`src/rtl/tci_pkg.sv`:
```
// Constants for the timer capture and interrupt unit
package tci_pkg;
  // Register byte offsets on the AXI4-Lite bus
  localparam logic [7:0] OFS_CAPTURE_LOW = 8'h00;
  localparam logic [7:0] OFS_CAPTURE_HIGH = 8'h04;
  localparam logic [7:0] OFS_IRQ_MASK = 8'h08;
  localparam logic [7:0] OFS_IRQ_FLAGS = 8'h0c;
  localparam logic [7:0] OFS_CONTROL = 8'h10;
  localparam logic [7:0] OFS_IRQ_CLEAR = 8'h14;
  // Bit positions in mask and flag registers
  localparam int BIT_CAPTURE = 5;
  localparam int BIT_OVERFLOW = 0;
  localparam logic [7:0] IRQ_USED_BITS = 8'h21;
  // Bit positions in the control register
  localparam int BIT_FILTER_EN = 7;
  localparam int BIT_EDGE_SEL = 6;
  localparam int BIT_WAVE_MODE = 4;
  // Values after reset
  localparam logic [7:0] RESET_MASK = 8'h00;
  localparam logic [15:0] RESET_CAPTURE = 16'h0000;
  localparam logic [15:0] COUNT_MAX = 16'hffff;
  // Noise filter sample count
  localparam int FILTER_SAMPLES = 4;
  // AXI responses
  localparam logic [1:0] RESP_OKAY = 2'b00;
  localparam logic [1:0] RESP_SLVERR = 2'b10;
endpackage : tci_pkg

```
`src/rtl/tci_noise_filter.sv`:
```
// Capture input noise filter: output follows only after equal samples
`timescale 1ns/100ps
module tci_noise_filter (
  input wire logic i_clock,
  input wire logic i_reset_n,
  input wire logic i_enable,
  input wire logic i_sample,
  output logic o_level
);
  typedef struct packed {
    logic [tci_pkg::FILTER_SAMPLES-1:0] hist;
    logic level;
  } tci_filter_state_type;

  tci_filter_state_type state_q;
  tci_filter_state_type state_d;

  // Shift in samples, change level only on a full run of equal ones
  always_comb
  begin
    state_d = state_q;
    state_d.hist = {state_q.hist[tci_pkg::FILTER_SAMPLES-2:0], i_sample};
    if (!i_enable)
    begin
      state_d.level = i_sample;
    end
    else if (&state_q.hist)
    begin
      state_d.level = 1'b1; // [RULE13]
    end
    else if (~|state_q.hist)
    begin
      state_d.level = 1'b0; // [RULE13]
    end
  end

  // State register
  always_ff @(posedge i_clock or negedge i_reset_n)
  begin
    if (!i_reset_n)
    begin
      state_q <= '0;
    end
    else
    begin
      state_q <= state_d;
    end
  end

  assign o_level = state_q.level;

  chk_filter_holds_level: assert property (@(posedge i_clock) disable iff (!i_reset_n) // [RULE13]
    i_enable && $past(i_enable) && (state_q.level != $past(state_q.level))
      |-> (state_q.level == $past(state_q.hist[0])) && ($past(state_q.hist) == {4{state_q.level}}))
    else $error("filter level changed without four equal samples");
endmodule : tci_noise_filter

```
`src/rtl/tci_capture_unit.sv`:
```
// Timer input capture, interrupt mask and flag logic with AXI4-Lite access
`timescale 1ns/100ps
// Behaviour
// RULE1: Capture event copies count into capture register
// RULE2: Capture register is top in wave mode
// RULE3: 16-bit capture bytes pass shared high latch
// RULE4: Capture irq when enabled, global, flag set
// RULE5: Overflow irq when enabled, global, flag set
// RULE6: Unused mask and flag bits read zero
// RULE7: Capture event sets capture flag bit five
// RULE8: In wave mode, reaching top sets flag
// RULE9: Vector or write-one clears capture flag
// RULE10: Vector or write-one clears overflow flag
// RULE11: Overflow flag set on wrap from max
// RULE12: Edge select: zero falling, one rising
// RULE13: Filter needs four equal samples to change
// RULE14: Wave mode disconnects the capture pin
// RULE15: Software reads low byte before high byte
module tci_capture_unit (
  input wire logic i_clock,
  input wire logic i_reset_n,
  input wire logic [7:0] i_awaddr,
  input wire logic i_awvalid,
  output logic o_awready,
  input wire logic [31:0] i_wdata,
  input wire logic [3:0] i_wstrb,
  input wire logic i_wvalid,
  output logic o_wready,
  output logic [1:0] o_bresp,
  output logic o_bvalid,
  input wire logic i_bready,
  input wire logic [7:0] i_araddr,
  input wire logic i_arvalid,
  output logic o_arready,
  output logic [31:0] o_rdata,
  output logic [1:0] o_rresp,
  output logic o_rvalid,
  input wire logic i_rready,
  input wire logic i_capture_pin,
  input wire logic i_comparator_out,
  input wire logic i_use_comparator,
  input wire logic [15:0] i_count_value,
  input wire logic i_timer_tick,
  input wire logic i_global_irq_en,
  input wire logic i_capture_vector_ack,
  input wire logic i_overflow_vector_ack,
  output logic [15:0] o_count_top,
  output logic o_capture_irq,
  output logic o_overflow_irq,
  output logic o_irq
);
  typedef struct packed {
    logic [1:0] sync;
    logic filt_prev;
    logic [15:0] capture;
    logic [7:0] temp;
    logic [7:0] mask;
    logic cap_flag;
    logic ovf_flag;
    logic filter_en;
    logic edge_sel;
    logic wave_mode;
    logic [15:0] top;
    logic cap_irq;
    logic ovf_irq;
    logic irq;
    logic aw_got;
    logic [7:0] aw_addr;
    logic w_got;
    logic [7:0] wdata;
    logic wstrb0;
    logic awready;
    logic wready;
    logic bvalid;
    logic [1:0] bresp;
    logic arready;
    logic rvalid;
    logic [31:0] rdata;
    logic [1:0] rresp;
  } tci_state_type;

  tci_state_type state_q;
  tci_state_type state_d;
  logic filt_level;
  logic src_level;
  logic cap_event;
  logic top_event;
  logic ovf_event;
  logic write_fire;
  logic read_fire;
  logic [7:0] rd_byte;
  logic rd_ok;
  logic wr_ok;

  // Source select before filtering
  assign src_level = i_use_comparator ? i_comparator_out : state_q.sync[1];

  tci_noise_filter u_filter (
    .i_clock(i_clock),
    .i_reset_n(i_reset_n),
    .i_enable(state_q.filter_en),
    .i_sample(src_level),
    .o_level(filt_level)
  );

  // Event detection on the filtered input and the counter
  always_comb
  begin
    cap_event = 1'b0;
    if (!state_q.wave_mode) // [RULE14]
    begin
      cap_event = state_q.edge_sel ? (filt_level & ~state_q.filt_prev)
                                   : (~filt_level & state_q.filt_prev); // [RULE12]
    end
    top_event = state_q.wave_mode & i_timer_tick & (i_count_value == state_q.capture); // [RULE8]
    ovf_event = i_timer_tick & (i_count_value == tci_pkg::COUNT_MAX); // [RULE11]
  end

  // Read decode
  always_comb
  begin
    rd_byte = 8'h00;
    rd_ok = 1'b1;
    unique case (i_araddr)
      tci_pkg::OFS_CAPTURE_LOW: rd_byte = state_q.capture[7:0];
      tci_pkg::OFS_CAPTURE_HIGH: rd_byte = state_q.temp; // [RULE3] [RULE15]
      tci_pkg::OFS_IRQ_MASK: rd_byte = state_q.mask & tci_pkg::IRQ_USED_BITS; // [RULE6]
      tci_pkg::OFS_IRQ_FLAGS: rd_byte = {2'b00, state_q.cap_flag, 4'h0, state_q.ovf_flag}; // [RULE6]
      tci_pkg::OFS_CONTROL:
      begin
        rd_byte[tci_pkg::BIT_FILTER_EN] = state_q.filter_en;
        rd_byte[tci_pkg::BIT_EDGE_SEL] = state_q.edge_sel;
        rd_byte[tci_pkg::BIT_WAVE_MODE] = state_q.wave_mode;
      end
      tci_pkg::OFS_IRQ_CLEAR: rd_byte = 8'h00;
      default: rd_ok = 1'b0;
    endcase
  end

  // Write decode validity
  always_comb
  begin
    unique case (state_q.aw_addr)
      tci_pkg::OFS_CAPTURE_LOW, tci_pkg::OFS_CAPTURE_HIGH, tci_pkg::OFS_IRQ_MASK,
      tci_pkg::OFS_IRQ_FLAGS, tci_pkg::OFS_CONTROL, tci_pkg::OFS_IRQ_CLEAR: wr_ok = 1'b1;
      default: wr_ok = 1'b0;
    endcase
  end

  assign write_fire = state_q.aw_got & state_q.w_got & ~state_q.bvalid;
  assign read_fire = i_arvalid & state_q.arready;

  // Next state: bus handshakes, register effects and flags
  always_comb
  begin
    logic clr_cap;
    logic clr_ovf;
    clr_cap = i_capture_vector_ack; // [RULE9]
    clr_ovf = i_overflow_vector_ack; // [RULE10]
    state_d = state_q;
    state_d.sync = {state_q.sync[0], i_capture_pin};
    state_d.filt_prev = filt_level;
    // Address and data channels taken in either order
    if (i_awvalid && state_q.awready)
    begin
      state_d.aw_got = 1'b1;
      state_d.aw_addr = i_awaddr;
    end
    if (i_wvalid && state_q.wready)
    begin
      state_d.w_got = 1'b1;
      state_d.wdata = i_wdata[7:0];
      state_d.wstrb0 = i_wstrb[0];
    end
    if (state_q.bvalid && i_bready)
    begin
      state_d.bvalid = 1'b0;
    end
    if (state_q.rvalid && i_rready)
    begin
      state_d.rvalid = 1'b0;
    end
    // Read: low byte read latches the high byte
    if (read_fire)
    begin
      state_d.rvalid = 1'b1;
      state_d.rdata = {24'h000000, rd_byte};
      state_d.rresp = rd_ok ? tci_pkg::RESP_OKAY : tci_pkg::RESP_SLVERR;
      if (i_araddr == tci_pkg::OFS_CAPTURE_LOW)
      begin
        state_d.temp = state_q.capture[15:8]; // [RULE3]
      end
    end
    // Write: high byte parks in the latch, low byte commits both
    if (write_fire)
    begin
      state_d.aw_got = 1'b0;
      state_d.w_got = 1'b0;
      state_d.bvalid = 1'b1;
      state_d.bresp = wr_ok ? tci_pkg::RESP_OKAY : tci_pkg::RESP_SLVERR;
      if (state_q.wstrb0)
      begin
        unique case (state_q.aw_addr)
          tci_pkg::OFS_CAPTURE_LOW: state_d.capture = {state_q.temp, state_q.wdata}; // [RULE3]
          tci_pkg::OFS_CAPTURE_HIGH: state_d.temp = state_q.wdata; // [RULE3]
          tci_pkg::OFS_IRQ_MASK: state_d.mask = state_q.wdata & tci_pkg::IRQ_USED_BITS; // [RULE6]
          tci_pkg::OFS_IRQ_FLAGS, tci_pkg::OFS_IRQ_CLEAR:
          begin
            clr_cap = clr_cap | state_q.wdata[tci_pkg::BIT_CAPTURE]; // [RULE9]
            clr_ovf = clr_ovf | state_q.wdata[tci_pkg::BIT_OVERFLOW]; // [RULE10]
          end
          tci_pkg::OFS_CONTROL:
          begin
            state_d.filter_en = state_q.wdata[tci_pkg::BIT_FILTER_EN];
            state_d.edge_sel = state_q.wdata[tci_pkg::BIT_EDGE_SEL];
            state_d.wave_mode = state_q.wdata[tci_pkg::BIT_WAVE_MODE];
          end
          default: ;
        endcase
      end
    end
    // Capture wins over a software write in the same cycle
    if (cap_event)
    begin
      state_d.capture = i_count_value; // [RULE1]
    end
    // Flags: set beats clear
    if (clr_cap)
    begin
      state_d.cap_flag = 1'b0;
    end
    if (cap_event || top_event)
    begin
      state_d.cap_flag = 1'b1; // [RULE7] [RULE8]
    end
    if (clr_ovf)
    begin
      state_d.ovf_flag = 1'b0;
    end
    if (ovf_event)
    begin
      state_d.ovf_flag = 1'b1; // [RULE11]
    end
    // Top value and interrupt requests
    state_d.top = state_d.wave_mode ? state_d.capture : tci_pkg::COUNT_MAX; // [RULE2]
    state_d.cap_irq = state_d.cap_flag & state_d.mask[tci_pkg::BIT_CAPTURE] & i_global_irq_en; // [RULE4]
    state_d.ovf_irq = state_d.ovf_flag & state_d.mask[tci_pkg::BIT_OVERFLOW] & i_global_irq_en; // [RULE5]
    state_d.irq = state_d.cap_irq | state_d.ovf_irq;
    // Ready signals
    state_d.awready = ~state_d.aw_got & ~state_d.bvalid;
    state_d.wready = ~state_d.w_got & ~state_d.bvalid;
    state_d.arready = ~state_d.rvalid;
  end

  // State register
  always_ff @(posedge i_clock or negedge i_reset_n)
  begin
    if (!i_reset_n)
    begin
      state_q <= '0;
      state_q.mask <= tci_pkg::RESET_MASK;
      state_q.capture <= tci_pkg::RESET_CAPTURE;
      state_q.top <= tci_pkg::COUNT_MAX;
    end
    else
    begin
      state_q <= state_d;
    end
  end

  // Outputs straight from flops
  assign o_awready = state_q.awready;
  assign o_wready = state_q.wready;
  assign o_bresp = state_q.bresp;
  assign o_bvalid = state_q.bvalid;
  assign o_arready = state_q.arready;
  assign o_rdata = state_q.rdata;
  assign o_rresp = state_q.rresp;
  assign o_rvalid = state_q.rvalid;
  assign o_count_top = state_q.top;
  assign o_capture_irq = state_q.cap_irq;
  assign o_overflow_irq = state_q.ovf_irq;
  assign o_irq = state_q.irq;

  // Checks
  chk_capture_load_count: assert property (@(posedge i_clock) disable iff (!i_reset_n) // [RULE1]
    cap_event |=> state_q.capture == $past(i_count_value))
    else $error("capture register did not take the count");
  chk_top_value_sel: assert property (@(posedge i_clock) disable iff (!i_reset_n) // [RULE2]
    o_count_top == (state_q.wave_mode ? state_q.capture : tci_pkg::COUNT_MAX))
    else $error("top value does not follow wave mode");
  chk_latch_high_byte: assert property (@(posedge i_clock) disable iff (!i_reset_n) // [RULE3]
    read_fire && i_araddr == tci_pkg::OFS_CAPTURE_LOW && !write_fire
      |=> state_q.temp == $past(state_q.capture[15:8]))
    else $error("low byte read did not latch high byte");
  chk_capture_irq_req: assert property (@(posedge i_clock) disable iff (!i_reset_n) // [RULE4]
    o_capture_irq == (state_q.cap_flag && state_q.mask[tci_pkg::BIT_CAPTURE] && $past(i_global_irq_en)))
    else $error("capture interrupt request wrong");
  chk_overflow_irq_req: assert property (@(posedge i_clock) disable iff (!i_reset_n) // [RULE5]
    o_overflow_irq == (state_q.ovf_flag && state_q.mask[tci_pkg::BIT_OVERFLOW] && $past(i_global_irq_en)))
    else $error("overflow interrupt request wrong");
  chk_reserved_read_zero: assert property (@(posedge i_clock) disable iff (!i_reset_n) // [RULE6]
    read_fire && (i_araddr == tci_pkg::OFS_IRQ_MASK || i_araddr == tci_pkg::OFS_IRQ_FLAGS)
      |=> (o_rdata & ~{24'h000000, tci_pkg::IRQ_USED_BITS}) == 32'h00000000)
    else $error("reserved bits read non-zero");
  chk_capture_flag_set: assert property (@(posedge i_clock) disable iff (!i_reset_n) // [RULE7]
    cap_event |=> state_q.cap_flag && o_capture_irq == (state_q.mask[tci_pkg::BIT_CAPTURE] && $past(i_global_irq_en)))
    else $error("capture event did not set flag");
  chk_top_flag_set: assert property (@(posedge i_clock) disable iff (!i_reset_n) // [RULE8]
    state_q.wave_mode && i_timer_tick && i_count_value == state_q.capture |=> state_q.cap_flag)
    else $error("top match did not set capture flag");
  chk_capture_flag_clear: assert property (@(posedge i_clock) disable iff (!i_reset_n) // [RULE9]
    i_capture_vector_ack && !cap_event && !top_event |=> !state_q.cap_flag)
    else $error("capture flag not cleared");
  chk_overflow_flag_clear: assert property (@(posedge i_clock) disable iff (!i_reset_n) // [RULE10]
    i_overflow_vector_ack && !ovf_event |=> !state_q.ovf_flag)
    else $error("overflow flag not cleared");
  chk_overflow_wrap_set: assert property (@(posedge i_clock) disable iff (!i_reset_n) // [RULE11]
    $rose(state_q.ovf_flag) |-> $past(i_timer_tick) && $past(i_count_value) == tci_pkg::COUNT_MAX)
    else $error("overflow flag set without wrap");
  chk_edge_select: assert property (@(posedge i_clock) disable iff (!i_reset_n) // [RULE12]
    cap_event |-> filt_level == state_q.edge_sel && state_q.filt_prev != state_q.edge_sel)
    else $error("capture on wrong edge");
  chk_pin_disconnect: assert property (@(posedge i_clock) disable iff (!i_reset_n) // [RULE14]
    state_q.wave_mode && !write_fire |=> state_q.capture == $past(state_q.capture))
    else $error("capture register moved while it is top");
  // Flag set paths and request outputs
  chk_overflow_sets_flag: assert property (@(posedge i_clock) disable iff (!i_reset_n) // [RULE11]
    ovf_event |=> state_q.ovf_flag)
    else $error("wrap did not set overflow flag");
  chk_capture_irq_masked: assert property (@(posedge i_clock) disable iff (!i_reset_n) // [RULE4]
    !state_q.mask[tci_pkg::BIT_CAPTURE] |-> !o_capture_irq)
    else $error("capture interrupt while masked");
  chk_irq_output_or: assert property (@(posedge i_clock) disable iff (!i_reset_n) // [RULE5]
    o_irq == (o_capture_irq || o_overflow_irq))
    else $error("combined interrupt does not match sources");
  // Cover scenarios
  cov_capture_event: cover property (@(posedge i_clock) disable iff (!i_reset_n) cap_event ##1 o_capture_irq);
  cov_filtered_capture: cover property (@(posedge i_clock) disable iff (!i_reset_n) cap_event && state_q.filter_en);
  cov_overflow_event: cover property (@(posedge i_clock) disable iff (!i_reset_n) ovf_event ##2 o_overflow_irq);
  cov_top_match: cover property (@(posedge i_clock) disable iff (!i_reset_n) top_event);
  cov_latched_read: cover property (@(posedge i_clock) disable iff (!i_reset_n)
    read_fire && i_araddr == tci_pkg::OFS_CAPTURE_LOW ##[1:20] read_fire && i_araddr == tci_pkg::OFS_CAPTURE_HIGH);
endmodule : tci_capture_unit

```
`config.mk`:
```
export PLATFORM = sky130hd
export DESIGN_NAME = tci_capture_unit
export DESIGN_NICKNAME = d
export VERILOG_FILES = /design/src/rtl/tci_pkg.sv /design/src/rtl/tci_noise_filter.sv /design/src/rtl/tci_capture_unit.sv
export SDC_FILE = /design/constraint.sdc
export NUM_CORES = 1
export LEC_CHECK = 0
export ABC_AREA = 1
export BUFFER_PORTS_ARGS = -buffer_cell sky130_fd_sc_hd__buf_2
export CAP_MARGIN = 20
export CORE_MARGIN = 10
export CORE_UTILIZATION = 52
export CTS_CLUSTER_DIAMETER = 40
export DETAILED_ROUTE_END_ITERATION = 10
export GPL_ROUTABILITY_DRIVEN = 0
export PLACE_DENSITY_LB_ADDON = 0.05
export SLEW_MARGIN = 20
export SYNTH_ARGS = -nofsm -noshare
export SYNTH_HDL_FRONTEND = slang
export SYNTH_SLANG_ARGS = --single-unit
```
`constraint.sdc`:
```
create_clock -name i_clock -period 1.75 [get_ports i_clock]
set_input_delay 0.35 -clock i_clock [delete_from_list [all_inputs] [get_ports i_clock]]
set_output_delay 0.35 -clock i_clock [all_outputs]
set_load 0.005 [all_outputs]
```
==> results of run 1 <==
[cell type report]
cell class              count  share of cell area [%]
well taps                 111                    2.57
repair buffers            101                    11.2
inverters                  74                    5.14
multi-input cells         372                    34.6
flip-flops and latches     92                    43.0
clock buffers               9                    2.29
clock inverters             7                    1.16
[per-layer routing]
metal,wire [um],global-route usage (%),vias to the layer above
met5,0,0,-
met4,169,5.59,0
met3,887,4.73,15
met2,5100,26.6,130
met1,5190,23.3,1791
li1,-,-,1890
[layout by cell type (no fill, tap or decap), types with 11 or more instances in the layout]
cell type  instances
o21ai_0           42
nor2_1            30
buf_2             87
nand2_1          169
nand3_1           17
inv_1             73
a21oi_1           15
o211ai_2          12
dfstp_2           16
nand3_2           11
dfrtp_1           76
conb_1            26
[report_power, final]
| part | switching (mW) | leakage (nW) | internal (mW) |
|---|---|---|---|
| Combinational | 1.45 | 1.65 | 0.855 |
| Clock | 0.832 | 0.0931 | 0.549 |
| Sequential | 0.448 | 1.10 | 2.77 |
| Total | 2.73 | 2.85 | 4.18 |
[cells by family after synthesis]
group	synth area share, %
and+or+nand+nor	23.9
buffers and inverters	15.3
DFF	48.2
AOI/OAI and AO/OA	11.6
xor gates and xnor gates	0.727
muxes	0.234
other	0.0778
[state kept, by name (all words and copies together), names as in the netlist]
name	flops
o_overflow_irq	1
state_d	1
o_bresp	1
u_filter.state_q	1
o_awready	1
u_filter.state_d	3
o_count_top	16
o_rdata	8
state_q	52
o_wready	1
o_rvalid	1
o_bvalid	1
o_irq	1
u_filter.o_level	1
o_capture_irq	1
o_arready	1
o_rresp	1
[critical path, cell delays in order (launching register included)]
cell	delay, ps
dfrtp_1	390
inv_1	80
nand3_2	140
inv_1	120
nand2_1	130
nor2_4	180
buf_4	180
a21oi_1	50
o21ai_0	80
o21ai_1	90
[timing repair]
action	in CTS	in global routing
hold endpoints to repair	32	0
hold buffers	1	0
setup buffers	0	1
setup endpoints to repair	0	22
resized for setup	0	7
[worst max path at each step]
stage | from | endpoint | slack [ps] | depth (start not counted)
finish | o_bvalid | state_q[96] | 190 | 9
global route | o_bvalid | state_q[99] | 7 | 9
CTS | state_q[58] | state_q[112] | 60 | 7
detailed placement | i_araddr[7] | state_q[99] | 90 | 7
global placement | i_araddr[7] | state_q[96] | 130 | 7
floorplan | o_bvalid | state_q[107] | 340 | 7
[stage by stage]
step / std cells / power, mW / area [um2] / util, % / setup WS [ps]
after detailed placement: 748 / 5.53 / 5170 / 56.4 / 85.3
after global routing: 766 / 7.47 / 5400 / 59.0 / 7.31
final: 766 / 6.91 / 5400 / 59.0 / 194
after global placement: 748 / 5.47 / 5170 / 56.4 / 131
after CTS: 765 / 6.94 / 5360 / 58.6 / 63.8
after floorplan: 600 / 4.88 / 4910 / - / 338
==> results.py, run 1 <==
metrics = {
    "run_status": {
        "status": "complete, no violations",
    },
    "power_and_ir_drop": {
        "powerDensity_nw_per_um2": 1280,
        "leakagePower_nw": 2.85,
        "peakVddDrop_mv": 0.777,
    },
    "final_layout": {
        "area_growth_pct": 12.1,
        "seqCellArea_um2": 2320,
        "multi_input_area_um2": 1870,
        "nNetsFinal": 732,
        "fillCellCount": 844,
        "antennaDiodeCount": 0,
        "drive_above_1_share_pct": 26.4,
    },
    "timing": {
        "period_minus_slack_ps": 1560,
        "period_share_pct": 88.9,
        "whs_ps": 71.8,
        "finalHoldViolCount": 0,
        "fin_worst_skew_ps": 17.6,
        "slew_violations": 0,
        "setup_violations": 0,
        "setup_tns_ps": 0,
        "rsz0062_at_grt": "no",
        "fmax_ghz": 0.643,
    },
    "synthesis": {
        "syn_area_um2": 4820,
        "yosysMostFrequentCell": "nand2_1",
        "yosysSeqAreaShare_pct": 48.2,
        "synthCells": 575,
        "ys_ff_latch": 92,
        "avgSynthCellArea_um2": 8.38,
        "synth_top_area_cell": "dfrtp_1",
        "yosys_most_used_dff": "dfrtp_1",
        "synthDominantCellAreaShare_pct": 39.5,
        "postSynth.asyncResetShare_pct": 100,
        "yosysUniqueCellTypes": 38,
        "yosys_warnings": 0,
        "synth_common_cells": "169 x nand2_1, 76 x dfrtp_1, 73 x inv_1",
        "synth.area.top_cells": "dfrtp_1 39%, nand2_1 13%, dfstp_2 8.7%",
        "synth_edf_count": 0,
    },
    "floorplanning": {
        "dieHeight_um": 116,
        "fp.dieW_um": 116,
        "start_util_pct": 52.6,
        "row_count": 35,
        "die_area_um2": 13500,
        "ioPinCount": 142,
        "core_area_um2": 9150,
    },
    "global_route": {
        "grt_pass1_wl_mm": 18.4,
        "grt_pass1_vias": 3747,
        "grt_overflow_total": 0,
        "grt_use_total_pct": 17.4,
        "grt_max_degree": 35,
        "antenna_found_initial": 0,
    },
    "setup_path": {
        "r2r_cells": 9,
        "critical_path_class": "flip-flop to flip-flop",
        "start_kind": "flip-flop",
        "r2r_end": "state_q[96]",
        "required_ps": 1990,
        "arrival_ps": 1800,
        "r2r_slack_ps": 190,
        "rr_startpoint": "o_bvalid",
        "end_kind": "flip-flop",
        "path_max_fanout": 8,
    },
    "clock_tree": {
        "cts_root_buf": "clkbuf_8",
        "tritoncts": "yes",
        "htree_num_levels": 3,
        "cts_buffers": 9,
        "path_clk_slew_ps": 110,
        "clock-sinks": 92,
        "clockBufferDepth": 2,
        "clk_latency_ps": 370,
    },
    "placement": {
        "dp_hpwl_mm": 8.87,
        "io_buffers": 88,
    },
    "detailed_routing": {
        "drc": 0,
        "dr.pass1.iters": 5,
        "vias": 3826,
        "detail_route.vias_per_cell": 4.99,
        "finalWirelength_mm": 11.3,
        "wl_per_cell_um": 14.8,
        "drt_iter0_drc": 209,
        "antenna_left": 0,
    },
    "worst_hold_path": {
        "hold_path_depth": 1,
        "min_path_type": "primary input to flip-flop",
        "whs_endpoint": "state_d[118]",
        "min_from": "i_capture_pin",
    },
    "job": {
        "drv_cap": 0,
    },
}
Note: power is estimated with default switching activity, not from simulation.
==> run 2, diff against run 1 <==
--- a/config.mk
+++ b/config.mk
@@ -14,7 +14,6 @@
 export DETAILED_ROUTE_END_ITERATION = 10
 export GPL_ROUTABILITY_DRIVEN = 0
 export PLACE_DENSITY_LB_ADDON = 0.05
-export SLEW_MARGIN = 20
 export SYNTH_ARGS = -nofsm -noshare
 export SYNTH_HDL_FRONTEND = slang
 export SYNTH_SLANG_ARGS = --single-unit
==> constraint.sdc (replaced) <==
create_clock -name i_clock -period 1.6 [get_ports i_clock]
set_input_delay 0.32 -clock i_clock [delete_from_list [all_inputs] [get_ports i_clock]]
set_output_delay 0.32 -clock i_clock [all_outputs]
set_load 0.005 [all_outputs]
==> results.py, run 2 (synthesized netlist as in run 1, its figures left out) <==
metrics = {
    "final_layout": {
        "seqCellArea_um2": 2320,
        "largest_reg_flops": 52,
        "fin_area_um2": 5470,
        "fillCellCount": 843,
        "area_growth_pct": 13.5,
        "antennaDiodeCount": 0,
        "largest-register": "state_q",
        "multi_input_area_um2": 1880,
        "nNetsFinal": 739,
        "final_cell_mix": "168 x nand2_1, 87 x buf_2, 76 x dfrtp_1, 72 x inv_1, 42 x o21ai_0",
        "drive_above_1_share_pct": 27.5,
        "mostFrequentLayoutCell": "nand2_1",
    },
    "setup_path": {
        "start_kind": "flip-flop",
        "arrival_ps": 1820,
        "end_kind": "flip-flop",
        "critical_path_class": "flip-flop to flip-flop",
        "required_ps": 1890,
        "path_max_fanout": 6,
    },
    "detailed_routing": {
        "detail_route.vias_per_cell": 4.91,
        "antenna_left": 0,
        "drt_iter0_drc": 139,
        "wl_per_cell_um": 14.8,
        "finalWirelength_mm": 11.5,
        "dr.pass1.iters": 4,
        "vias": 3799,
        "drc": 0,
    },
    "floorplanning": {
        "fp.dieW_um": 116,
        "die_area_um2": 13500,
        "start_util_pct": 52.6,
        "row_count": 35,
        "dieHeight_um": 116,
        "ioPinCount": 142,
        "core_area_um2": 9150,
    },
    "global_route": {
        "grt_pass1_vias": 3853,
        "grt_overflow_total": 0,
        "grt_pass1_wl_mm": 18.7,
        "antenna_found_initial": 0,
        "grt_max_degree": 40,
        "grt_use_total_pct": 17.5,
    },
    "job": {
        "drv_cap": 0,
    },
    "clock_tree": {
        "tritoncts": "yes",
        "path_clk_slew_ps": 90,
        "clock-sinks": 92,
        "clk_latency_ps": 370,
        "clockBufferDepth": 2,
        "cts_buffers": 9,
        "htree_num_levels": 3,
        "cts_root_buf": "clkbuf_8",
    },
    "placement": {
        "io_buffers": 88,
        "dp_hpwl_mm": 9.15,
        "place_area_um2": 5210,
        "preCtsSetupSlack_ps": 31.9,
    },
    "power_and_ir_drop": {
        "power.total_mw": 7.71,
        "leakagePower_nw": 2.89,
        "peakVddDrop_mv": 0.976,
        "powerDensity_nw_per_um2": 1410,
    },
    "timing": {
        "fmax_ghz": 0.654,
        "period_share_pct": 95.6,
        "period_minus_slack_ps": 1530,
        "fin_ws_ps": 70.4,
        "setup_tns_ps": 0,
        "rsz0062_at_grt": "yes",
        "fin_worst_skew_ps": 14.6,
        "slew_violations": 0,
        "setup_violations": 0,
        "finalHoldViolCount": 0,
    },
    "run_status": {
        "status": "complete, no violations",
    },
    "worst_hold_path": {
        "min_path_type": "primary input to flip-flop",
    },
}
[run 2: changes by cell type in the layout (fill, tap and decap cells not counted), moves of 2 or more]
cell	delta
buf_4	+8
inv_6	-4
buf_12	-2
clkbuf_8	+2
[run 2: worst paths after layout]
path | start | endpoint | slack (ps) | depth (start not counted)
setup reg to reg | state_q[52] | o_count_top[15] | 70 | 7
min in group asynchronous | i_reset_n | u_filter.state_d[2] | 420 | 2
hold / removal | i_capture_pin | state_d[118] | 60 | 1
max in group asynchronous | i_reset_n | o_count_top[10] | 580 | 3
setup / recovery | state_q[52] | o_count_top[15] | 70 | 7
hold reg to reg | state_d[118] | state_q[118] | 360 | 0
[run 2: through the flow]
stage	instances	hold slack (ps)	util [%]
finish	773	62.1	59.7
global route	773	45.0	59.7
CTS	772	48.2	59.3
detailed placement	755	266	56.9
global placement	755	261	56.9
floorplan	600	24.4	-
[run 2: report_power, final]
group / switching (mW) / internal [mW] / leakage (nW) / total, mW
combinational: 1.61 / 0.922 / 1.69 / 2.53
sequential: 0.503 / 3.03 / 1.10 / 3.54
clock: 0.828 / 0.810 / 0.106 / 1.64
[run 2: final cells by class]
type / instances / area share [%]
clock buffer: 11 / 2.77
clock inverter: 5 / 1.10
inverter: 74 / 5.08
multi-input combinational: 372 / 34.4
sequential: 92 / 42.5
tap: 111 / 2.54
timing repair buffer: 108 / 11.7
[run 2: timing repair]
action                     4_1_cts  5_1_grt
hold endpoints to repair        21        0
setup buffers                    0        1
hold buffers                     1        0
gates resized for setup          0       11
setup endpoints to repair        0       37
[run 2: metal layers]
| layer | track usage (%) | vias up | share of wire (%) |
|---|---|---|---|
| li1 | - | 1902 | - |
| met1 | 23.1 | 1778 | 46 |
| met2 | 27.6 | 109 | 46 |
| met3 | 4.42 | 10 | 6.9 |
| met4 | 5.92 | 0 | 1.4 |
| met5 | 0 | - | 0 |
[run 2: critical path, stage by stage, from the launching register on]
cell and delay (ps):
dfrtp_1 410, nor2_4 140, nand3_4 100, nor3_4 180, nand2_4 110, o21ai_4 230
buf_4 210, nand3_2 80
